<file path="config.mk">
export PLATFORM = sky130hd
export DESIGN_NAME = pcrc_top
export DESIGN_NICKNAME = d
export VERILOG_FILES = /design/src/pcrc_pkg.sv /design/src/pcrc_word_store.sv /design/src/pcrc_engine.sv /design/src/pcrc_top.sv
export VERILOG_INCLUDE_DIRS = /design/src
export SDC_FILE = /design/constraint.sdc
export NUM_CORES = 1
export LEC_CHECK = 0
export ABC_AREA = 1
export BUFFER_PORTS_ARGS = -buffer_cell sky130_fd_sc_hd__buf_4
export CORE_MARGIN = 2
export CORE_UTILIZATION = 60
export DETAILED_ROUTE_END_ITERATION = 8
export PLACE_DENSITY = 0.77
export SLEW_MARGIN = 20
export SYNTH_ARGS = -nofsm -noshare
export SYNTH_HDL_FRONTEND = slang
export SYNTH_SLANG_ARGS = --single-unit
</file>
<file path="constraint.sdc">
create_clock -name clk_sys -period 3 [get_ports clk_sys]
set_input_delay 0.15 -clock clk_sys [delete_from_list [all_inputs] [get_ports clk_sys]]
set_output_delay 0.15 -clock clk_sys [all_outputs]
set_load 0.005 [all_outputs]
</file>
<file path="src/pcrc_cfg.svh">
// constants for the programmable crc generator: offsets, fields, resets
// assumes a 16-bit register port with byte strobes and one system clock
//
// Notes on behaviour
// - length field holds polynomial length minus one
// - taps enable terms one to fifteen
// - constant term always, top term at length field plus one
// - fifo depth 8 above length 7, else 16
// - byte writes assembled until word top reached
// - count increments when word top byte written
// - shift only with go set and words queued
// - decrement after word lsb shifted, continue until zero
// - length plus one cycles per word
// - full flag when count reaches depth
// - empty flag at zero, resets to one
// - write while full wraps count, no interrupt
// - interrupt only on count one to zero
// - go bit starts and stops shifter
// - sleep freezes state, resumes afterwards
// - idle stop acts as sleep, events pass
// - count, full, empty in control register
`ifndef PCRC_CFG_SVH
`define PCRC_CFG_SVH

// ----------------------------------------------------------------
// register map
// ----------------------------------------------------------------
`define PCRC_ADDR_CONTROL 2'h0
`define PCRC_ADDR_TAPS 2'h1
`define PCRC_ADDR_DATA 2'h2
`define PCRC_ADDR_RESULT 2'h3

// ----------------------------------------------------------------
// control fields
// ----------------------------------------------------------------
`define PCRC_LEN_LSB 0
`define PCRC_LEN_MSB 3
`define PCRC_GO_BIT 4
`define PCRC_EMPTY_BIT 6
`define PCRC_FULL_BIT 7
`define PCRC_COUNT_LSB 8
`define PCRC_COUNT_MSB 12
`define PCRC_IDLE_BIT 13

// ----------------------------------------------------------------
// reset values and depths
// ----------------------------------------------------------------
`define PCRC_CONTROL_RESET 16'h0040
`define PCRC_TAPS_RESET 16'h0000
`define PCRC_SHORT_DEPTH 5'h10
`define PCRC_LONG_DEPTH 5'h08
`define PCRC_LEN_SPLIT 4'h7

`endif

</file>
<file path="src/pcrc_pkg.sv">
// types shared by the programmable crc generator files
// assumes pcrc_cfg.svh is compiled alongside
package pcrc_pkg;
  typedef enum logic [0:0] {
    PCRC_IDLE = 1'b0,
    PCRC_SHIFT = 1'b1
  } pcrc_state_t;
endpackage

</file>
<file path="src/pcrc_word_store.sv">
// word storage of the crc fifo, flip-flops addressed by index
// assumes caller keeps pointers in range and decides push and pop
`timescale 1ns/1ps
module pcrc_word_store #(
  parameter int WIDTH = 16,
  parameter int DEPTH = 16
) (
  input wire logic clk_sys,
  input wire logic rst_b,
  input wire logic push,
  input wire logic [3:0] writeIndex,
  input wire logic [WIDTH-1:0] writeWord,
  input wire logic [3:0] readIndex,
  output logic [WIDTH-1:0] readWord
);
  logic [WIDTH-1:0] mem [DEPTH];

  always_ff @(posedge clk_sys or negedge rst_b)
  begin
    if (!rst_b)
    begin
      for (int i = 0; i < DEPTH; i++)
      begin
        mem[i] <= '0;
      end
    end
    else if (push)
    begin
      mem[writeIndex] <= writeWord;
    end
  end

  assign readWord = mem[readIndex];
endmodule

</file>
<file path="src/pcrc_engine.sv">
// lfsr crc engine, one data bit per clock
// assumes shift is only raised while a word is being serialised
`timescale 1ns/1ps
`include "pcrc_cfg.svh"
module pcrc_engine (
  input wire logic clk_sys,
  input wire logic rst_b,
  input wire logic shift,
  input wire logic dataBit,
  input wire logic [3:0] polyLenMinusOne,
  input wire logic [15:0] taps,
  input wire logic load,
  input wire logic [15:0] loadValue,
  output logic [15:0] crcValue
);
  logic fb;
  logic [15:0] nextCrc;

  // ----------------------------------------------------------------
  // feedback network
  // ----------------------------------------------------------------
  always_comb
  begin
    fb = crcValue[polyLenMinusOne] ^ dataBit;
    nextCrc = '0;
    nextCrc[0] = fb;
    for (int i = 1; i < 16; i++)
    begin
      nextCrc[i] = crcValue[i-1] ^ (fb & taps[i]);
    end
    for (int i = 0; i < 16; i++)
    begin
      if (i > int'(polyLenMinusOne))
      begin
        nextCrc[i] = 1'b0;
      end
    end
  end

  always_ff @(posedge clk_sys or negedge rst_b)
  begin
    if (!rst_b)
    begin
      crcValue <= '0;
    end
    else if (load)
    begin
      crcValue <= loadValue;
    end
    else if (shift)
    begin
      crcValue <= nextCrc;
    end
  end
endmodule

</file>
<file path="src/pcrc_top.sv">
// programmable crc generator: registers, fifo control and serial shifter
// assumes synchronous register port, read data valid one cycle after strobe
//
// Design decisions made here: the plain strobed port and the placing of the registers.
`timescale 1ns/1ps
`include "pcrc_cfg.svh"
module pcrc_top (
  input wire logic clk_sys,
  input wire logic rst_b,
  input wire logic [1:0] regAddr,
  input wire logic [15:0] regWriteData,
  input wire logic [1:0] regByteEn,
  input wire logic regWrite,
  input wire logic regRead,
  input wire logic sleepReq,
  input wire logic idleReq,
  output logic [15:0] regReadData,
  output logic crcDone
);
  logic [3:0] polyLenMinusOne;
  logic shiftGo;
  logic stopInIdle;
  logic [15:0] taps;
  logic [4:0] validWordCount;
  logic fifoFullFlag;
  logic fifoEmptyFlag;
  logic [3:0] wrPtr;
  logic [3:0] rdPtr;
  logic [15:0] assembly;
  logic [15:0] headWord;
  logic [3:0] bitIndex;
  logic [15:0] crcValue;
  logic frozen;
  logic [4:0] depth;
  logic pushWord;
  logic popWord;
  logic shiftNow;
  logic dataWrite;
  logic [15:0] mergedWord;
  logic msbWritten;
  logic resultLoad;
  pcrc_pkg::pcrc_state_t state;
  pcrc_pkg::pcrc_state_t next_state;

  // ----------------------------------------------------------------
  // helpers
  // ----------------------------------------------------------------
  // depth from length
  function automatic logic [4:0] depthOf(input logic [3:0] len);
    depthOf = (len > `PCRC_LEN_SPLIT) ? `PCRC_LONG_DEPTH : `PCRC_SHORT_DEPTH;
  endfunction

  function automatic logic [15:0] byteMerge(
    input logic [15:0] old,
    input logic [15:0] wdata,
    input logic [1:0] be
  );
    byteMerge = old;
    if (be[0])
    begin
      byteMerge[7:0] = wdata[7:0];
    end
    if (be[1])
    begin
      byteMerge[15:8] = wdata[15:8];
    end
  endfunction

  // ----------------------------------------------------------------
  // decode
  // ----------------------------------------------------------------
  // sleep and idle-stop freeze everything but the register port
  assign frozen = sleepReq | (idleReq & stopInIdle);
  assign depth = depthOf(polyLenMinusOne);
  assign dataWrite = regWrite && (regAddr == `PCRC_ADDR_DATA);
  assign mergedWord = byteMerge(assembly, regWriteData, regByteEn);
  // word complete once its top byte lane is written
  assign msbWritten = dataWrite &&
    (polyLenMinusOne > `PCRC_LEN_SPLIT ? regByteEn[1] : regByteEn[0]);
  assign pushWord = msbWritten;
  // shift only with go and words
  assign shiftNow = !frozen && shiftGo && (validWordCount != 5'h00) &&
    (state == pcrc_pkg::PCRC_SHIFT);
  // length plus one bits per word
  assign popWord = shiftNow && (bitIndex == polyLenMinusOne);
  assign resultLoad = regWrite && (regAddr == `PCRC_ADDR_RESULT);

  // ----------------------------------------------------------------
  // control register
  // ----------------------------------------------------------------
  always_ff @(posedge clk_sys or negedge rst_b)
  begin
    if (!rst_b)
    begin
      polyLenMinusOne <= 4'(`PCRC_CONTROL_RESET >> `PCRC_LEN_LSB);
    end
    else if (regWrite && regAddr == `PCRC_ADDR_CONTROL && regByteEn[0])
    begin
      polyLenMinusOne <= regWriteData[`PCRC_LEN_MSB:`PCRC_LEN_LSB];
    end
  end

  // hardware never clears go, so a drained fifo restarts on the next word
  always_ff @(posedge clk_sys or negedge rst_b)
  begin
    if (!rst_b)
    begin
      shiftGo <= 1'b0;
    end
    else if (regWrite && regAddr == `PCRC_ADDR_CONTROL && regByteEn[0])
    begin
      shiftGo <= regWriteData[`PCRC_GO_BIT];
    end
  end

  always_ff @(posedge clk_sys or negedge rst_b)
  begin
    if (!rst_b)
    begin
      stopInIdle <= 1'b0;
    end
    else if (regWrite && regAddr == `PCRC_ADDR_CONTROL && regByteEn[1])
    begin
      stopInIdle <= regWriteData[`PCRC_IDLE_BIT];
    end
  end

  always_ff @(posedge clk_sys or negedge rst_b)
  begin
    if (!rst_b)
    begin
      taps <= `PCRC_TAPS_RESET;
    end
    else if (regWrite && regAddr == `PCRC_ADDR_TAPS)
    begin
      taps <= byteMerge(taps, regWriteData, regByteEn) & 16'hfffe;
    end
  end

  // ----------------------------------------------------------------
  // word assembly
  // ----------------------------------------------------------------
  always_ff @(posedge clk_sys or negedge rst_b)
  begin
    if (!rst_b)
    begin
      assembly <= '0;
    end
    else if (dataWrite)
    begin
      assembly <= msbWritten ? 16'h0000 : mergedWord;
    end
  end

  // ----------------------------------------------------------------
  // fifo pointers and count
  // ----------------------------------------------------------------
  // pointers wrap at the live depth: changing length with words queued scrambles order
  always_ff @(posedge clk_sys or negedge rst_b)
  begin
    if (!rst_b)
    begin
      wrPtr <= 4'h0;
    end
    else if (pushWord && fifoFullFlag)
    begin
      wrPtr <= 4'h0;
    end
    else if (pushWord)
    begin
      wrPtr <= (wrPtr + 4'h1) & 4'(depth - 5'h01);
    end
  end

  always_ff @(posedge clk_sys or negedge rst_b)
  begin
    if (!rst_b)
    begin
      rdPtr <= 4'h0;
    end
    else if (pushWord && fifoFullFlag)
    begin
      rdPtr <= 4'h0;
    end
    else if (popWord)
    begin
      rdPtr <= (rdPtr + 4'h1) & 4'(depth - 5'h01);
    end
  end

  // push and pop together leave the count alone unless full, where the push clears it
  always_ff @(posedge clk_sys or negedge rst_b)
  begin
    if (!rst_b)
    begin
      validWordCount <= 5'h00;
    end
    else if (pushWord && fifoFullFlag)
    begin
      validWordCount <= 5'h00;
    end
    else if (pushWord && !popWord)
    begin
      validWordCount <= validWordCount + 5'h01;
    end
    else if (popWord && !pushWord)
    begin
      validWordCount <= validWordCount - 5'h01;
    end
  end

  assign fifoFullFlag = (validWordCount == depth);
  assign fifoEmptyFlag = (validWordCount == 5'h00);

  // ----------------------------------------------------------------
  // shifter state
  // ----------------------------------------------------------------
  always_comb
  begin
    next_state = state;
    unique case (state)
      pcrc_pkg::PCRC_IDLE:
      begin
        if (!frozen && shiftGo && validWordCount != 5'h00)
        begin
          next_state = pcrc_pkg::PCRC_SHIFT;
        end
      end
      pcrc_pkg::PCRC_SHIFT:
      begin
        if (!frozen && (!shiftGo || (popWord && validWordCount == 5'h01)))
        begin
          next_state = pcrc_pkg::PCRC_IDLE;
        end
      end
    endcase
  end

  always_ff @(posedge clk_sys or negedge rst_b)
  begin
    if (!rst_b)
    begin
      state <= pcrc_pkg::PCRC_IDLE;
    end
    else
    begin
      state <= next_state;
    end
  end

  // msb first, one bit a clock
  always_ff @(posedge clk_sys or negedge rst_b)
  begin
    if (!rst_b)
    begin
      bitIndex <= 4'h0;
    end
    else if (pushWord && fifoFullFlag)
    begin
      bitIndex <= 4'h0;
    end
    else if (shiftNow)
    begin
      bitIndex <= popWord ? 4'h0 : bitIndex + 4'h1;
    end
  end

  // ----------------------------------------------------------------
  // storage and engine
  // ----------------------------------------------------------------
  pcrc_word_store #(
    .WIDTH(16),
    .DEPTH(16)
  ) u_store (
    .clk_sys(clk_sys),
    .rst_b(rst_b),
    .push(pushWord && !fifoFullFlag),
    .writeIndex(wrPtr),
    .writeWord(mergedWord),
    .readIndex(rdPtr),
    .readWord(headWord)
  );

  pcrc_engine u_engine (
    .clk_sys(clk_sys),
    .rst_b(rst_b),
    .shift(shiftNow),
    .dataBit(headWord[polyLenMinusOne - bitIndex]),
    .polyLenMinusOne(polyLenMinusOne),
    .taps(taps),
    .load(resultLoad),
    .loadValue(regWriteData),
    .crcValue(crcValue)
  );

  // ----------------------------------------------------------------
  // completion pulse
  // ----------------------------------------------------------------
  // only one to zero by draining; wrap never fires
  // raised while frozen only in the first frozen cycle, as it is registered
  always_ff @(posedge clk_sys or negedge rst_b)
  begin
    if (!rst_b)
    begin
      crcDone <= 1'b0;
    end
    else
    begin
      crcDone <= popWord && !pushWord && (validWordCount == 5'h01);
    end
  end

  // ----------------------------------------------------------------
  // read port
  // ----------------------------------------------------------------
  always_ff @(posedge clk_sys or negedge rst_b)
  begin
    if (!rst_b)
    begin
      regReadData <= 16'h0000;
    end
    else if (regRead)
    begin
      unique case (regAddr)
        `PCRC_ADDR_CONTROL: regReadData <= {2'b00, stopInIdle, validWordCount,
          fifoFullFlag, fifoEmptyFlag, 1'b0, shiftGo, polyLenMinusOne};
        `PCRC_ADDR_TAPS: regReadData <= taps;
        `PCRC_ADDR_DATA: regReadData <= crcValue;
        `PCRC_ADDR_RESULT: regReadData <= crcValue;
      endcase
    end
    else
    begin
      regReadData <= 16'h0000;
    end
  end
endmodule

</file>
---- After elaboration in Yosys (flattened, before gate mapping) ----
Index checks and enable logic that the tools add are counted.
W data, S select, Z words.
word-level totals
  register bits after elaboration ......... 344
  bits of input ports ..................... 26
  output and inout port bits .............. 17
  word-level logic and storage cells ...... 185
operators by class
  add/sub/neg operators ................... 7
  $lt $le $gt $ge ......................... 21
  eq/ne operators ......................... 6
  muxes and demuxes ....................... 47
  bitwise gates (word level) .............. 38
  reductions and logical operators ........ 36
operator list
  operator               count
  $bwmux W256            1
  $mux W16               7
  $bmux W16 S4           1
  $demux W16 S4          1
  $pmux W16 S3           1
  $gt A4 B4 Y1 const A   8
  $mux W4                7
  $mux W1                20
  $mux W5                4
  $logic_and A1 B1 Y1    19
  $and A1 B1 Y1          16
  $gt A3 B4 Y1 const A   4
  $mux W8                2
  $xor A1 B1 Y1          16
  $add A4 B1 Y4 const B  3
  $ge A5 B5 Y1 const B   2
  $lt A4 B5 Y1 const B   2
  $not A4 Y5             2
  $and A4 B4 Y4          2
  $bmux W1 S4            2
  $gt A2 B4 Y1 const A   2
  $reduce_bool A2 Y1     4
  $add A5 B1 Y5 const B  1
  $eq A5 B1 Y1 const B   1
  21 further kinds       27

---- Logic depth before layout (Yosys ltp) ----
Gate-level depths: netlist (run 1).
  depth after elaboration ................. 12
  depth in mapped cells ................... 20
  mapped depth without buffers ............ 17

---- Modules after synthesis ----
From an unflattened synthesis (run 1), not the netlist that was laid out.
second synthesis, totals
  cells, all modules ...................... 2351
  area total of the unflattened synthesis .. 17588.1 µm²
by module, submodules not included
  module           times used  cells each  area an instance (µm²)  sequential area each (µm²)
  pcrc_word_store  1           1676        12433.2                 6406.1
  pcrc_top         1           461         3857.4                  1801.7
  pcrc_engine      1           214         1297.5                  400.4

---- Least setup slack after synthesis (run 1) ----
Ideal clock, no wire load.
  path type ............................... reg-to-reg
  from .................................... reg polyLenMinusOne[0]
  to ...................................... reg u_engine.crcValue[9]
  library setup time ...................... 0.117 ns
  arrival time ............................ 2.064 ns
  required time ........................... 2.883 ns
  slack ................................... 0.818 ns
  cell stages (with the launch flop) ...... 15
  path buffers ............................ 1
  period minus slack after synthesis ...... 2.182 ns
  cell sequence ........................... dfrtp_1 > inv_1 > ha_1 > inv_1 > fa_1 > inv_1 > nand3_1 > nand3_1 > nand3_2 > nand2_1 > nand2_2 > buf_4 > nand4_1 > nand3_1 > nand2_1
on the way
  cells in the longest elaborated chain, start to end .. 9
  elaborated cells on any way between the ends .. 12
  classes of those cells .................. 1 x add/sub; 1 x order compare; 7 x mux; 3 x bitwise
RTL lines
  element                        line               RTL
  start: declaration             pcrc_top.sv:20     logic [3:0] polyLenMinusOne;
  start signal: assignment       pcrc_top.sv:95     polyLenMinusOne <= 4'(`PCRC_CONTROL_RESET >> `PCRC_LEN_LSB);
  start signal: assignment       pcrc_top.sv:99     polyLenMinusOne <= regWriteData[`PCRC_LEN_MSB:`PCRC_LEN_LSB];
  $sub A4 B4 Y4                  pcrc_top.sv:288    .dataBit(headWord[polyLenMinusOne - bitIndex]),
  $bmux W1 S4                    pcrc_top.sv:288
  $mux W1 (implied by the code)  pcrc_top.sv:288
  $xor A1 B1 Y1                  pcrc_engine.sv:24  fb = crcValue[polyLenMinusOne] ^ dataBit;
  $and A1 B1 Y1                  pcrc_engine.sv:29  nextCrc[i] = crcValue[i-1] ^ (fb & taps[i]);
  $xor A1 B1 Y1                  pcrc_engine.sv:29
  $mux W1 (*)                    pcrc_engine.sv:33  if (i > int'(polyLenMinusOne))
  $mux W16 (*)                   pcrc_engine.sv:50  else if (shift)
  $mux W16 (*)                   pcrc_engine.sv:46  else if (load)
  end signal: assignment         pcrc_engine.sv:48  crcValue <= loadValue;
  end signal: assignment         pcrc_engine.sv:52  crcValue <= nextCrc;
  end: declaration               pcrc_engine.sv:14  output logic [15:0] crcValue
Every way passes the cells marked *; elsewhere a longest branch is shown, timed or not. The select of a mux whose other input is x is not followed.
A chain may end at the register's enable or synchronous reset.

---- Worst setup path after layout (run 1) ----
  from .................................... reg polyLenMinusOne[0]
  to ...................................... reg u_engine.crcValue[2]
The elaborated chain is that of the path after synthesis.

==> results of run 1 <==
how the worst max path moves through the flow:
stage	endpoint	slack, ns	start	depth (start not counted)
after CTS	u_engine.crcValue[2]	0.19	polyLenMinusOne[0]	13
after floorplan	u_engine.crcValue[9]	0.82	polyLenMinusOne[0]	14
after global placement	u_engine.crcValue[10]	0.07	polyLenMinusOne[0]	13
after detailed placement	u_engine.crcValue[8]	0.01	bitIndex[0]	12
after global routing	u_engine.crcValue[8]	0.004	polyLenMinusOne[0]	13
final	u_engine.crcValue[2]	0.15	polyLenMinusOne[0]	13
critical path, cell delays in order (launching register included):
cell and delay (ns):
dfrtp_1 0.37, inv_1 0.09, ha_1 0.15, inv_1 0.06, fa_1 0.41, xnor2_2 0.42, inv_1 0.19, nand3_1 0.15
nand3_2 0.16, nand3_2 0.12, buf_4 0.32, nand4_1 0.13, nand3_1 0.11, nand2_1 0.06
flip-flops by register name, summed over array words and instances (netlist names):
signal	cells
assembly	16
u_store.mem	256
wrPtr	4
u_engine.crcValue	16
taps	15
bitIndex	4
regReadData	16
stopInIdle	1
polyLenMinusOne	4
validWordCount	5
rdPtr	4
state	1
shiftGo	1
crcDone	1
synth_stat cells:
cell type  instances
clkinv_1           3
nand2_2            1
fa_1               1
o21ai_0          313
nand4_1           20
a211oi_1           2
nor2_4             1
nor3_2             1
mux2i_1            1
nor2_1            27
o22ai_1           15
a21oi_1           67
dfrtp_1          344
buf_4             16
o211ai_1           5
nor4_1             5
ha_1              13
buf_1              4
nand3_1          206
o31ai_1            2
nand2_1          745
a31oi_1            1
nor3_1             3
inv_2              6
o21ai_1           20
xor2_1             1
a21boi_0           1
nor2_2             1
buf_2             44
clkbuf_1          70
xnor2_1            3
nand3_2           11
buf_6              7
inv_1             90
o221ai_1          11
cells by family after synthesis:
family | after synthesis | synth area share
compound gates | 437 | 0.1384
xor+xnor | 4 | 0.002134
fa+ha+maj | 14 | 0.01112
buf+inv | 240 | 0.06507
flops | 344 | 0.5242
mux | 1 | 0.0006095
simple gates | 1021 | 0.2584
where the power goes:
part           total (uW)  internal (uW)  switching (uW)
clock                4860           2980            1880
sequential           6430           5680             751
combinational        5850           1920            3930
per-stage QoR:
step | cell area (sq um) | std cells | setup WS, ns
global route | 18680 | 2463 | 0.003988
global placement | 17160 | 2375 | 0.07130
CTS | 18680 | 2463 | 0.1922
detailed placement | 17160 | 2375 | 0.01264
floorplan | 16420 | 2061 | 0.8183
finish | 18680 | 2463 | 0.1487
layout make-up:
class,count,area share
sequential,344,0.4610
multi-input combinational,1477,0.3617
timing repair buffer,136,0.06538
clock buffer,51,0.05627
tap,341,0.02284
inverter,99,0.02003
clock inverter,15,0.01273
repair_timing:
action	CTS	global route
hold buffers	22	0
endpoints found under the hold margin	104	0
endpoints found under the setup margin	7	0
resized for setup	1	0
per-layer routing:
metal / track usage / part of all wire / vias to the layer above / routed length, um
li1: - / - / 6851 / -
met1: 0.4674 / 0.41 / 7103 / 19540
met2: 0.5358 / 0.46 / 763 / 22000
met3: 0.05714 / 0.089 / 124 / 4215
met4: 0.1319 / 0.036 / 0 / 1716
met5: 0 / 0 / - / 0
==> results.md, run 1 <==
- Hold Path Sink: taps[14]
- Worst EP required: ~3.4 ns
- Skew final: between 0.015 and 0.02 ns
- Clk_lat worst skew: roughly 0.53 ns
- ANT nets after route: 0
- Syn Inst Count: a little over 2000
- Most frequent cells in the layout: 745 x nand2_1, 343 x dfrtp_1, 313 x o21ai_0
- Finish-stage setup viols: 0
- Register cell area after layout: between 8000 and 9000 sq um
- IO Pins: 43
- Final period util: 0.9504
- Final Hold Viols: 0
- Flops & latches, synth: roughly 340
- F_max: 350.7 MHz
- Distinct cells, synth: 35
- Initial drt markers: around 1600
- Pre-antenna DRT Iters: 8
- WP data arrival: 3.26 ns
- Port bufs: 42
- Antenna cell count: 0
- Most common cell after layout, fill and taps aside: nand2_1
- Number of global-route vias before repair: between 10000 and 15000
- Largest net degree at the start of global routing: roughly 130
- Power Dens Cells: 917.7 nW/um^2
- Sequential share of the synthesized area: 0.5242
- Worst hold stages: 3
- Peak supply drop: 0.6280 mV
- Hold crit path type: in2reg
- Row cnt: 60
- Tot Pwr: 17140 uW
- Multi-input gate area: about 6800 sq um
- Die H: between 150 and 200 um
- Area grow syn2layout: 13.74%
- Fillers: 2121
- Max H-tree Level: 2
- CTS tree: yes
- DPL Wire Length: just under 30000 um
- Worst r2r src: polyLenMinusOne[0]
- Unrepaired setup endpoints after global routing: false
- Yosys top cell area share: 0.5242
- Post-DR vias/cell: 6.026
- Wire length per cell: around 19 um
- TritonCTS buffer count: 37
- Max-slew violations: 0
- CP endpoint kind: flop
- Maxcap violations: 0
- CTS Sinks: 344
- Initial Util: 0.6093
- Full die area: 28710 sq um
- Die Wd: 169.4 um
- Tightest hold margin: between 0.02 and 0.025 ns
- Mapped Area: 16420 sq um
- Final setup TNS: 0 ns
- Routed via count: around 15000
- Drt total wl: ~47000 um
- Grt ovf: 0
- First-pass GRT wire length: between 70000 and 80000 um
- FF-to-FF path depth: 13
- Terminus of the critical flop-to-flop path: u_engine.crcValue[2]
- Nets: 2135
- Yosys warns: 0
- Startpoint types: flop
- Slew @ Worst Pin: 1.056 ns
- FF-to-FF setup slack: ~0.15 ns
- Total track usage: 0.3370
- Status: finished clean
- Share of layout cells above drive strength 1: 0.09189
- Root buf cell: clkbuf_16
- Syn Area/Cell: approximately 8 sq um
- Syn nets: about 2100
- Worst Path Class, Setup: reg2reg
- GP Congestion: slightly above 0.9
- CP max FO: 31
- Area leader, netlist: dfrtp_1
- DRC: 0
- Setup repair bufs after CTS: 0
- Hold path startpoint: regWriteData[14]
- Initial antenna violation count: 0
- Synth area leaders: dfrtp_1 52%, nand2_1 17%, o21ai_0 9.5%, nand3_1 6.3%, inv_1 2.1%
- Clock-pin slew on the worst setup and hold paths: about 0.060 ns
- Clk buf depth: 3
- Core area: 26950 sq um
- Static leakage: approximately 0.0089 uW
- Fin util: 0.6931
- Post-layout min period: ~2.9 ns
- Slew margin rel.: 0.2915
(Power assumes the default switching activity.)
==> run 2, diff against run 1 <==
- BUFFER_PORTS_ARGS: -buffer_cell sky130_fd_sc_hd__buf_4 -> -buffer_cell sky130_fd_sc_hd__buf_2
- SKIP_CTS_REPAIR_TIMING: unset -> 1
- SYNTH_HIERARCHICAL: unset -> 1
==> results.md, run 2 <==
- Mapped Area: 17580 sq um
- Status: finished clean
- WP data arrival: roughly 3.3 ns
- Peak supply drop: 0.7016 mV
- First-pass GRT wire length: ~79000 um
- Initial Util: 0.6110
- Worst hold stages: 3
- CP max FO: 43
- Core area: between 20000 and 30000 sq um
- Max reg flops: ~260
- M1 WL: about 21000 um
- CP endpoint kind: flop
- F_max: around 350 MHz
- Syn Inst Count: about 2400
- Max H-tree Level: 2
- Initial antenna violation count: 0
- Max-slew violations: 0
- Hold Path Sink: stopInIdle
- TritonCTS buffer count: 37
- IO Pins: 43
- Port bufs: 42
- Worst EP required: 3.40 ns
- Tightest hold margin: around 0.017 ns
- DRC: 0
- Nets: between 2000 and 2500
- Largest net degree at the start of global routing: between 80 and 90
- ANT nets after route: 0
- CTS tree: yes
- Full die area: ~30000 sq um
- Finish-stage setup viols: 0
- Syn Area/Cell: ~7.5 sq um
- Hold path startpoint: regWrite
- Most frequent cells in the layout: 735 x nand2_1, 342 x dfrtp_1, 339 x inv_1
- Wire length per cell: around 18 um
- GP Congestion: around 0.94
- Worst r2r src: rdPtr[0]
- Final Hold Viols: 0
- Yosys warns: 6
- Die H: approximately 180 um
- FF-to-FF path depth: 20
- Syn nets: approximately 2400
- Detail Route met2 WL: around 22000 um
- Final period util: 0.9473
- Routed via count: around 16000
- Pre-antenna DRT Iters: 8
- Number of global-route vias before repair: approximately 15000
- Maxcap violations: 0
- Total track usage: 0.3211
- Post-DR vias/cell: around 5.7
- Fillers: 2343
- Startpoint types: flop
- Clock-pin slew on the worst setup and hold paths: around 0.060 ns
- Hold crit path type: in2reg
- Post-layout min period: around 2.8 ns
- Slew @ Worst Pin: ~0.80 ns
- Slew margin rel.: 0.4614
- Most common cell after layout, fill and taps aside: nand2_1
- Root buf cell: clkbuf_16
- CTS Sinks: 344
- Cells after DPL: 2706
- Antenna cell count: 0
- Highest routed layer: met4
- Share of layout cells above drive strength 1: 0.09144
- Skew final: roughly 0.017 ns
- Post-place setup slack: between 0.2 and 0.25 ns
- Grt ovf: 0
- Setup ws final: ~0.16 ns
- Worst Path Class, Setup: reg2reg
- Area grow syn2layout: 12.06%
- Drt total wl: 49010 um
- Die Wd: ~180 um
- Post-route insts no fill: 2790
- Row cnt: 62
- Power Dens Cells: ~780 nW/um^2
- Final setup TNS: 0 ns
- Clk buf depth: 3
- Clk_lat worst skew: 0.52 ns
- FF-to-FF setup slack: 0.16 ns
- Terminus of the critical flop-to-flop path: u_engine/crcValue[5]
- Unrepaired setup endpoints after global routing: false
- Static leakage: a little under 0.01 uW
- Initial drt markers: 1783
- Metal3 WL: roughly 4100 um
- Largest reg by FF count: u_store/mem
- Fin util: 0.6847
- DPL Wire Length: 31190 um
[run 2: cell types whose count changed in the layout (fill, tap and decap cells not counted), sizes merged, moves of 10 or more]
| cell | previous run | this run |
|---|---|---|
| inv | 98 | 350 |
| nand3 | 217 | 300 |
| a21oi | 67 | 20 |
| nor2 | 29 | 55 |
| a22oi | 0 | 16 |
| nand4 | 20 | 4 |
| o21ai | 333 | 319 |
| mux2 | 0 | 10 |
[run 2: layout make-up]
| cell class | instances | area [sq um] | share of cell area |
|---|---|---|---|
| multi-input combinational | 1519 | 7044 | 0.3575 |
| clock inverter | 12 | 95.09 | 0.004826 |
| clock buffer | 53 | 1036 | 0.05257 |
| inverter | 348 | 1314 | 0.06667 |
| tap | 384 | 480.5 | 0.02438 |
| sequential | 344 | 8613 | 0.4371 |
| timing repair buffer | 130 | 1122 | 0.05696 |
[run 2: through the flow]
step	instance area [sq um]	total power (uW)
floorplan	17580	9505
global placement	18360	10800
detailed placement	18360	10950
CTS	19490	15300
global route	19710	16370
finish	19710	15420
[run 2: worst max-delay path: stages, from the launching register on]
cell and delay (ns):
dfrtp_4 0.47, buf_12 0.23, buf_4 0.26, nand2_1 0.09, nand3_1 0.09, nand3_1 0.11, nand3_1 0.10, nand2_1 0.11
o21ai_0 0.18, o22ai_1 0.10, inv_1 0.06, nand2_1 0.04, o211ai_1 0.09, nand2_1 0.11, inv_1 0.07, o21ai_1 0.07
nand2_2 0.08, buf_12 0.18, nand3_1 0.10, nand3_1 0.11, nand2_1 0.05
[run 2: where the power goes]
| part | internal (uW) | switching [uW] | leakage (uW) | total (uW) |
|---|---|---|---|---|
| registers | 5400 | 553 | 0.00400 | 5950 |
| logic | 1830 | 3320 | 0.00514 | 5150 |
| clock network | 2490 | 1830 | 0.000560 | 4320 |
| total | 9720 | 5700 | 0.00970 | 15400 |
[run 2: worst max-delay path by stage]
stage,startpoint,to,depth (start not counted)
finish,rdPtr[0],u_engine/crcValue[5],20
floorplan,rdPtr[0],u_engine/crcValue[15],21
global placement,rdPtr[0],u_engine/crcValue[4],19
CTS,rdPtr[0],u_engine/crcValue[5],19
detailed placement,rdPtr[0],u_engine/crcValue[5],19
global route,rdPtr[0],u_engine/crcValue[11],21
[run 2: layer usage]
layer | track usage | vias to the layer above
li1 | - | 7439
met1 | 0.4651 | 7537
met2 | 0.5033 | 740
met3 | 0.04526 | 98
met4 | 0.1010 | 0
met5 | 0 | -
